[src/logic/tkmc_pkg.sv]
// Package of offsets, field positions, reset values and codes for the block
package tkmc_pkg;

  // ************************************************************
  // Register byte offsets on APB
  // ************************************************************
  localparam logic [11:0] TKMC_OFS_TRIM_LOW = 12'h000;
  localparam logic [11:0] TKMC_OFS_TRIM_HIGH = 12'h004;
  localparam logic [11:0] TKMC_OFS_CTRL_FIRST = 12'h008;
  localparam logic [11:0] TKMC_OFS_CTRL_SECOND = 12'h00c;
  localparam logic [11:0] TKMC_OFS_STATUS = 12'h010;

  // ************************************************************
  // Reset values
  // ************************************************************
  localparam logic [7:0] TKMC_RST_TRIM_LOW = 8'h00;
  localparam logic [1:0] TKMC_RST_TRIM_HIGH = 2'h0;
  localparam logic [7:0] TKMC_RST_CTRL_FIRST = 8'h00;
  localparam logic [7:0] TKMC_RST_CTRL_SECOND = 8'h00;

  // ************************************************************
  // Field positions of the first control register
  // ************************************************************
  localparam int TKMC_C0_ROUTE_LSB = 6;
  localparam int TKMC_C0_DOUBLE = 5;
  localparam int TKMC_C0_FILTER = 4;
  localparam int TKMC_C0_HOPSRC = 3;
  localparam int TKMC_C0_HOP_LSB = 0;

  // ************************************************************
  // Field positions of the second control register
  // ************************************************************
  localparam int TKMC_C1_SLOTSRC = 7;
  localparam int TKMC_C1_UNUSED = 6;
  localparam int TKMC_C1_REFEN = 5;
  localparam int TKMC_C1_KEYEN = 4;
  localparam int TKMC_C1_KEYS_LSB = 0;

  // ************************************************************
  // Divider of the system clock for the slot clock
  // ************************************************************
  localparam int TKMC_SLOT_DIV = 4;
  localparam logic [1:0] TKMC_SLOT_DIV_LAST = 2'(TKMC_SLOT_DIV - 1);

  // Hop codes, frequency in kHz for the 1 MHz base
  typedef logic [10:0] tkmc_khz_t;

  // Nominal hop frequency of a code
  function automatic tkmc_khz_t tkmc_hop_khz(input logic [2:0] code);
    unique case (code)
      3'h0: tkmc_hop_khz = 11'd1020;
      3'h1: tkmc_hop_khz = 11'd1040;
      3'h2: tkmc_hop_khz = 11'd1059;
      3'h3: tkmc_hop_khz = 11'd1074;
      3'h4: tkmc_hop_khz = 11'd1085;
      3'h5: tkmc_hop_khz = 11'd1099;
      3'h6: tkmc_hop_khz = 11'd1111;
      3'h7: tkmc_hop_khz = 11'd1125;
    endcase
  endfunction

endpackage

[src/logic/tkmc_osc_if.sv]
// Interface carrying oscillator controls between the main module and mux
`timescale 1ns/1ns
interface tkmc_osc_if;
  logic [3:0] key_clk; // Key oscillator clocks masked by the pin enables
  logic [1:0] route; // Key selection
  logic dbl; // Frequency doubling enable
  logic run; // Key oscillator enable
  logic sel_clk; // Routed, gated, doubled key clock level
  modport ctrl (output route, dbl, run, key_clk, input sel_clk);
  modport mux (input route, dbl, run, key_clk, output sel_clk);
endinterface

[src/logic/tkmc_key_mux.sv]
// Key oscillator router with optional frequency doubling
`timescale 1ns/1ns
module tkmc_key_mux
  import tkmc_pkg::*;
(
  // Clock and reset
  input wire logic pclk,
  input wire logic presetn,
  // Oscillator controls
  tkmc_osc_if.mux osc
);

  // ************************************************************
  // Routing and doubling
  // ************************************************************
  logic picked; // Selected key clock level
  logic prev_q; // Last level, edge detect
  logic prev_d;
  logic out_q; // Output level
  logic out_d;

  // Select one of four key clocks
  always_comb begin
    picked = osc.key_clk[osc.route]; // RULE1
    prev_d = picked;
    out_d = 1'b0;
    if (!osc.run) begin
      out_d = 1'b0; // RULE7
    end else if (osc.dbl) begin
      out_d = picked ^ prev_q ? 1'b1 : 1'b0; // RULE2
    end else begin
      out_d = picked;
    end
  end

  // Register the routed clock
  always_ff @(posedge pclk or negedge presetn) begin
    if (!presetn) begin
      prev_q <= 1'b0;
      out_q <= 1'b0;
    end else begin
      prev_q <= prev_d;
      out_q <= out_d;
    end
  end

  assign osc.sel_clk = out_q;
endmodule

[src/logic/tkmc_top.sv]
// Touch key module control registers and clock steering
//
// Design decisions made here: the register addresses and register access over APB.
`timescale 1ns/1ns
// Overview of operation
// RULE1: Two-bit field routes one of four keys
// RULE2: Doubling bit doubles key oscillator frequency
// RULE3: Three-bit hop code picks eight frequencies
// RULE4: Ten-bit reference capacitor trim value held
// RULE5: Key enable gives pin to touch
// RULE6: Slot clock from reference or sysclk/4
// RULE7: Oscillators run only while enabled
// RULE8: Fields read/write, reset zero, unused zero
module tkmc_top
  import tkmc_pkg::*;
(
  // APB slave
  input wire logic pclk,
  input wire logic presetn,
  input wire logic psel,
  input wire logic penable,
  input wire logic pwrite,
  input wire logic [11:0] paddr,
  input wire logic [31:0] pwdata,
  output logic [31:0] prdata,
  output logic pready,
  output logic pslverr,
  // Oscillator inputs
  input wire logic [3:0] key_osc_in,
  input wire logic ref_osc_in,
  // Oscillator controls
  output logic ref_osc_run,
  output logic key_osc_run,
  output logic [9:0] ref_cap_trim_value,
  output logic [2:0] hop_frequency_code,
  output logic hop_control_source,
  output logic sense_filter_enable,
  output logic [10:0] hop_khz,
  // Pin function and measurement clocks
  output logic [3:0] touch_pin_sel,
  output logic key_count_clk,
  output logic slot_clk
);
  import tkmc_pkg::*;

  // ************************************************************
  // Registers
  // ************************************************************
  logic [7:0] trim_low_q, trim_low_d; // Trim bits 7..0
  logic [1:0] trim_high_q, trim_high_d; // Trim bits 9..8
  logic [7:0] ctrl0_q, ctrl0_d; // First control register
  logic [7:0] ctrl1_q, ctrl1_d; // Second control register
  logic [1:0] div_q, div_d; // System clock divider
  logic slot_q, slot_d; // Slot clock level
  logic [31:0] rdata_d; // Read data next
  logic wr_en; // Write in access phase
  logic rd_en; // Read in setup phase
  logic hit; // Address decoded

  tkmc_osc_if osc ();

  // APB answers in the first access cycle
  assign pready = 1'b1;
  assign wr_en = psel & penable & pwrite;
  assign rd_en = psel & ~penable & ~pwrite;

  // ************************************************************
  // Register write path
  // ************************************************************
  always_comb begin
    trim_low_d = trim_low_q;
    trim_high_d = trim_high_q;
    ctrl0_d = ctrl0_q;
    ctrl1_d = ctrl1_q;
    hit = 1'b1;
    unique case (paddr)
      TKMC_OFS_TRIM_LOW: begin
        if (wr_en) trim_low_d = pwdata[7:0]; // RULE4
      end
      TKMC_OFS_TRIM_HIGH: begin
        if (wr_en) trim_high_d = pwdata[1:0]; // RULE4
      end
      TKMC_OFS_CTRL_FIRST: begin
        if (wr_en) ctrl0_d = pwdata[7:0]; // RULE8
      end
      TKMC_OFS_CTRL_SECOND: begin
        if (wr_en) begin
          ctrl1_d = pwdata[7:0];
          ctrl1_d[TKMC_C1_UNUSED] = 1'b0; // RULE8
        end
      end
      TKMC_OFS_STATUS: hit = 1'b1;
      default: hit = 1'b0;
    endcase
  end

  // Read data, registered in setup so it is ready at access
  always_comb begin
    rdata_d = prdata;
    if (rd_en) begin
      rdata_d = 32'h0000_0000;
      unique case (paddr)
        TKMC_OFS_TRIM_LOW: rdata_d[7:0] = trim_low_q;
        TKMC_OFS_TRIM_HIGH: rdata_d[1:0] = trim_high_q; // RULE8
        TKMC_OFS_CTRL_FIRST: rdata_d[7:0] = ctrl0_q;
        TKMC_OFS_CTRL_SECOND: rdata_d[7:0] = ctrl1_q;
        TKMC_OFS_STATUS: rdata_d[2:0] = {slot_q, osc.sel_clk,
          ref_osc_run};
        default: rdata_d = 32'h0000_0000;
      endcase
    end
  end

  // Unmapped addresses give an error at access
  assign pslverr = psel & penable & ~hit;

  // ************************************************************
  // Slot clock divider
  // ************************************************************
  always_comb begin
    div_d = (div_q == TKMC_SLOT_DIV_LAST) ? 2'h0 : div_q + 2'h1;
    if (ctrl1_q[TKMC_C1_SLOTSRC]) begin
      slot_d = div_q[1]; // RULE6
    end else begin
      slot_d = ref_osc_in & ctrl1_q[TKMC_C1_REFEN]; // RULE6 RULE7
    end
  end

  // Register all state
  always_ff @(posedge pclk or negedge presetn) begin
    if (!presetn) begin
      trim_low_q <= TKMC_RST_TRIM_LOW;
      trim_high_q <= TKMC_RST_TRIM_HIGH;
      ctrl0_q <= TKMC_RST_CTRL_FIRST;
      ctrl1_q <= TKMC_RST_CTRL_SECOND;
      div_q <= 2'h0;
      slot_q <= 1'b0;
      prdata <= 32'h0000_0000;
    end else begin
      trim_low_q <= trim_low_d;
      trim_high_q <= trim_high_d;
      ctrl0_q <= ctrl0_d;
      ctrl1_q <= ctrl1_d;
      div_q <= div_d;
      slot_q <= slot_d;
      prdata <= rdata_d;
    end
  end

  // ************************************************************
  // Outputs
  // ************************************************************
  assign ref_cap_trim_value = {trim_high_q, trim_low_q}; // RULE4
  assign ref_osc_run = ctrl1_q[TKMC_C1_REFEN]; // RULE7
  assign key_osc_run = ctrl1_q[TKMC_C1_KEYEN]; // RULE7
  assign touch_pin_sel = ctrl1_q[TKMC_C1_KEYS_LSB +: 4]; // RULE5
  assign hop_frequency_code = ctrl0_q[TKMC_C0_HOP_LSB +: 3];
  assign hop_khz = tkmc_hop_khz(hop_frequency_code); // RULE3
  assign hop_control_source = ctrl0_q[TKMC_C0_HOPSRC];
  assign sense_filter_enable = ctrl0_q[TKMC_C0_FILTER];
  assign slot_clk = slot_q;
  assign key_count_clk = osc.sel_clk;

  // Mux connections
  assign osc.key_clk = key_osc_in & touch_pin_sel; // RULE5
  assign osc.route = ctrl0_q[TKMC_C0_ROUTE_LSB +: 2]; // RULE1
  assign osc.dbl = ctrl0_q[TKMC_C0_DOUBLE]; // RULE2
  assign osc.run = key_osc_run;

  tkmc_key_mux u_mux (
    .pclk(pclk),
    .presetn(presetn),
    .osc(osc)
  );
endmodule

[config.mk]
export PLATFORM = sky130hd
export DESIGN_NAME = tkmc_top
export DESIGN_NICKNAME = d
export VERILOG_FILES = /design/src/logic/tkmc_pkg.sv /design/src/logic/tkmc_osc_if.sv /design/src/logic/tkmc_key_mux.sv /design/src/logic/tkmc_top.sv
export SDC_FILE = /design/constraint.sdc
export NUM_CORES = 1
export LEC_CHECK = 0
export BUFFER_PORTS_ARGS = -buffer_cell sky130_fd_sc_hd__clkbuf_2
export CAP_MARGIN = 20
export CORE_MARGIN = 2
export CORE_UTILIZATION = 25
export CTS_CLUSTER_DIAMETER = 150
export DETAILED_ROUTE_END_ITERATION = 8
export MAX_ROUTING_LAYER = met4
export PLACE_DENSITY_LB_ADDON = 0.1
export SLEW_MARGIN = 20
export SYNTH_ARGS = -nofsm -noshare
export SYNTH_HDL_FRONTEND = slang
export SYNTH_SLANG_ARGS = --single-unit
[constraint.sdc]
create_clock -name pclk -period 1.7 [get_ports pclk]
set_input_delay 0.34 -clock pclk [delete_from_list [all_inputs] [get_ports pclk]]
set_output_delay 0.34 -clock pclk [all_outputs]
set_load 0.1 [all_outputs]
==> impl_metrics.json <==
{
  "drt_pass1_iterations": 4,
  "synth_top_family_by_area": "multiplexers",
  "initial_core_util": 0.256,
  "drt_iter0_drc": 56,
  "crit_end": "hop_khz[7]",
  "fp.dieW_um": 98.1,
  "syn_area_sq_um": 2210,
  "root_buffer": "clkbuf_8",
  "holdWs_ns": 0.0915,
  "r2r_cells": 4,
  "violations": "negative setup slack",
  "synth.area.mux_share": 0.169,
  "setup_viol": 10,
  "grt_max_degree": 39,
  "synth-compound-area-share": 0.0871,
  "fin_skew_ns": 0.0109,
  "layout-drive-gt1-share": 0.541,
  "insertedDiodeCount": 0,
  "drt-total-wl_um": 6040,
  "nets": 362,
  "r2r-start": "ctrl1_q[2]",
  "grt_antenna_before_repair": 0,
  "p_int_uw": 1420,
  "clockPowerShare": 0.369,
  "synthAdderAreaFrac": 0.0339,
  "reg2reg_to": "u_mux.osc.sel_clk",
  "power.leakage_uw": 0.00162,
  "synth-seq-cells": 38,
  "synth-simple-area-share": 0.137,
  "ir_worst_vdd_v": 0.000319,
  "grt_pass1_wl_um": 9690,
  "crit_path_start_kind": "flip-flop",
  "rows": 34,
  "post_drt_via_cell_ratio": 4.36,
  "crit_type": "reg2out",
  "p_comb_frac": 0.200,
  "cts_made_buffers": 5,
  "switching_share": 0.324,
  "yosysSeqAreaShare": 0.430,
  "cts_tree": "yes",
  "htreeDepth": 2,
  "worstSkewPairLatency_ns": 0.29,
  "yosys_warnings": 0,
  "crit_path_max_fanout": 5,
  "core-area_sq_um": 8640,
  "status": "complete, but fails checks",
  "gp_routability_congestion": 0.771,
  "synth-xor-area-share": 0,
  "io_pins": 122,
  "pwr-share-seq": 0.432,
  "power_uw": 2100,
  "p_per_area_nw_per_um2": 647,
  "setup_ws_ns": -0.121,
  "synth.distinct_cells": 42,
  "design_area_sq_um": 3240,
  "maxCapViolCount": 0,
  "cp-startpoint": "ctrl0_q[1]",
  "grt_pass1_vias": 1775,
  "fin_cells": 411,
  "regArea_sq_um": 951,
  "hold_viol": 0,
  "nFillCells": 870,
  "clk_pin_slew_worst_paths_ns": 0.08,
  "placed_area_sq_um": 3080,
  "track_usage": 0.133,
  "cp.required_ns": 1.36,
  "area_growth_syn_to_layout_pct": 46.5,
  "power_switching_uw": 678,
  "rsz0062_at_grt": "true",
  "synth_area_per_cell_sq_um": 10.5,
  "gr-total-overflow": 0,
  "via_count": 1790,
  "worstPathArrival_ns": 1.48,
  "hpwl_um": 4700,
  "slew_violations": 0,
  "clk_path_buf_depth": 2,
  "io_buffers": 72,
  "postSynthCellCount": 210,
  "clock.fmax_ghz": 0.549,
  "hp-class": "in2async",
  "min_period_ns": 1.82,
  "placed_cells": 400,
  "ff2ff_setup_slack_ns": 0.42,
  "antenna_violating_nets_post_route": 0,
  "post-route-period-util": 1.07,
  "dieArea_sq_um": 9620,
  "worst_pin_slew_ns": 0.560,
  "cts_sinks": 38,
  "multiInputGateArea_sq_um": 1210,
  "critPathCaptureType": "primary output",
  "dieHeight_um": 98.1,
  "relSlewSlack": 0.628,
  "drc": 0,
  "wl_per_cell_um": 14.7
}
[registers in the layout, indices dropped and copies added, names as in the netlist]
register / count
u_mux.osc.sel_clk: 1
u_mux.prev_q: 1
prdata: 8
slot_clk: 1
trim_high_q: 2
div_q: 2
ctrl1_q: 7
ctrl0_q: 8
trim_low_q: 8
[power by group through the flow]
stage / registers, uW / clock network, uW / logic [uW]
after global routing: 905 / 845 / 439
after global placement: 923 / 0 / 414
final: 905 / 772 / 419
after floorplan: 926 / 0 / 351
after detailed placement: 923 / 0 / 415
after CTS: 905 / 800 / 416
[layout make-up]
type / instances / area share
Multi-Input combinational cell: 150 / 0.373
Inverter: 3 / 0.00347
Sequential cell: 38 / 0.293
Timing Repair Buffer: 104 / 0.255
Clock buffer: 6 / 0.0224
Clock inverter: 2 / 0.0116
Tap cell: 108 / 0.0417
[cells in the mapped netlist]
master    number  share of area
dfrtp_1       38           0.43
buf_4         34           0.12
mux2_2        25           0.13
nand2_1       19          0.032
nor2_1        11          0.019
o21ai_0        8          0.018
a21oi_1        7          0.016
mux2i_1        7          0.032
ha_1           6          0.034
a22oi_1        5          0.017
nand3_1        5          0.011
buf_2          4         0.0091
inv_1          3         0.0051
nor2b_1        3         0.0085
a21o_1         2         0.0068
clkbuf_1       2         0.0034
conb_1         2         0.0034
nand2b_1       2         0.0057
o21a_1         2         0.0068
o221ai_1       2         0.0079
or2_2          2         0.0057
a211oi_1       1         0.0034
a22o_1         1         0.0040
and2_0         1         0.0028
and2_1         1         0.0028
and2b_1        1         0.0034
and4_2         1         0.0045
and4b_1        1         0.0045
buf_1          1         0.0017
buf_6          1         0.0051
mux4_2         1          0.010
nand3b_1       1         0.0034
nand4_1        1         0.0028
nand4_2        1         0.0057
nand4b_1       1         0.0040
nor3_1         1         0.0023
nor3b_1        1         0.0034
nor3b_4        1         0.0085
nor4_1         1         0.0028
o31ai_1        1         0.0034
o41ai_1        1         0.0040
or3b_2         1         0.0040
[cells in the final DEF (no fill, tap or decap), drive strengths merged, types with 3 or more instances in the layout]
master and n:
a21oi 7, a22oi 5, buf 47, clkbuf 63, conb 25, dfrtp 38
ha 6, inv 3, mux2 25, mux2i 7, nand2 19, nand3 5
nor2 11, nor2b 3, o21ai 8
[worst min path at each step]
stage | depth (start not counted) | to | slack, ns | startpoint
floorplan | 0 | ctrl0_q[0] | 0.04 | presetn
finish | 2 | ctrl1_q[4] | 0.09 | presetn
detailed placement | 1 | div_q[0] | 0.42 | div_q[0]
global placement | 1 | div_q[0] | 0.42 | div_q[0]
global route | 2 | ctrl0_q[4] | 0.13 | presetn
CTS | 2 | ctrl1_q[4] | 0.11 | presetn
[critical path, stage by stage, from the launching register on]
cell and delay, ns:
dfrtp_1 0.41, inv_2 0.13, ha_4 0.17, nor2b_4 0.18, buf_12 0.13, buf_12 0.16
[routing by layer]
layer | part of all wire | GRT usage | wire length, um | vias up
met2 | 0.45 | 0.196 | 2690 | 77
met1 | 0.49 | 0.186 | 2970 | 855
met4 | 0.0056 | 0.0353 | 34 | 0
li1 | - | - | - | 854
met3 | 0.057 | 0.0279 | 343 | 4
met5 | 0 | - | 0 | -
[metrics by stage]
step / setup TNS [ns] / setup WS (ns) / util
3_5_place_dp: -3.70 / -0.200 / 0.356
6_report: -0.902 / -0.121 / 0.375
5_1_grt: -1.64 / -0.187 / 0.375
2_1_floorplan: -1.43 / -0.242 / -
4_1_cts: -1.07 / -0.135 / 0.373
3_3_place_gp: -2.89 / -0.168 / 0.356
[timing repair]
action | 4_1_cts | 5_1_grt
buffers inserted | 3 | 1
pin swaps | 2 | 1
gates resized for setup | 7 | 3
gates cloned | 0 | 0
endpoints found under the setup margin | 12 | 13
endpoints found under the hold margin | 0 | 0
hold buffers | 0 | 0
[kinds of logic after synthesis]
logic type                 count (synthesis)
adders and majority gates                  6
DFF                                       38
and+or+nand+nor                           56
other                                      2
AOI/OAI and AO/OA                         30
buffers and inverters                     45
muxes                                     33
Note: power is estimated with default switching activity, not from simulation.
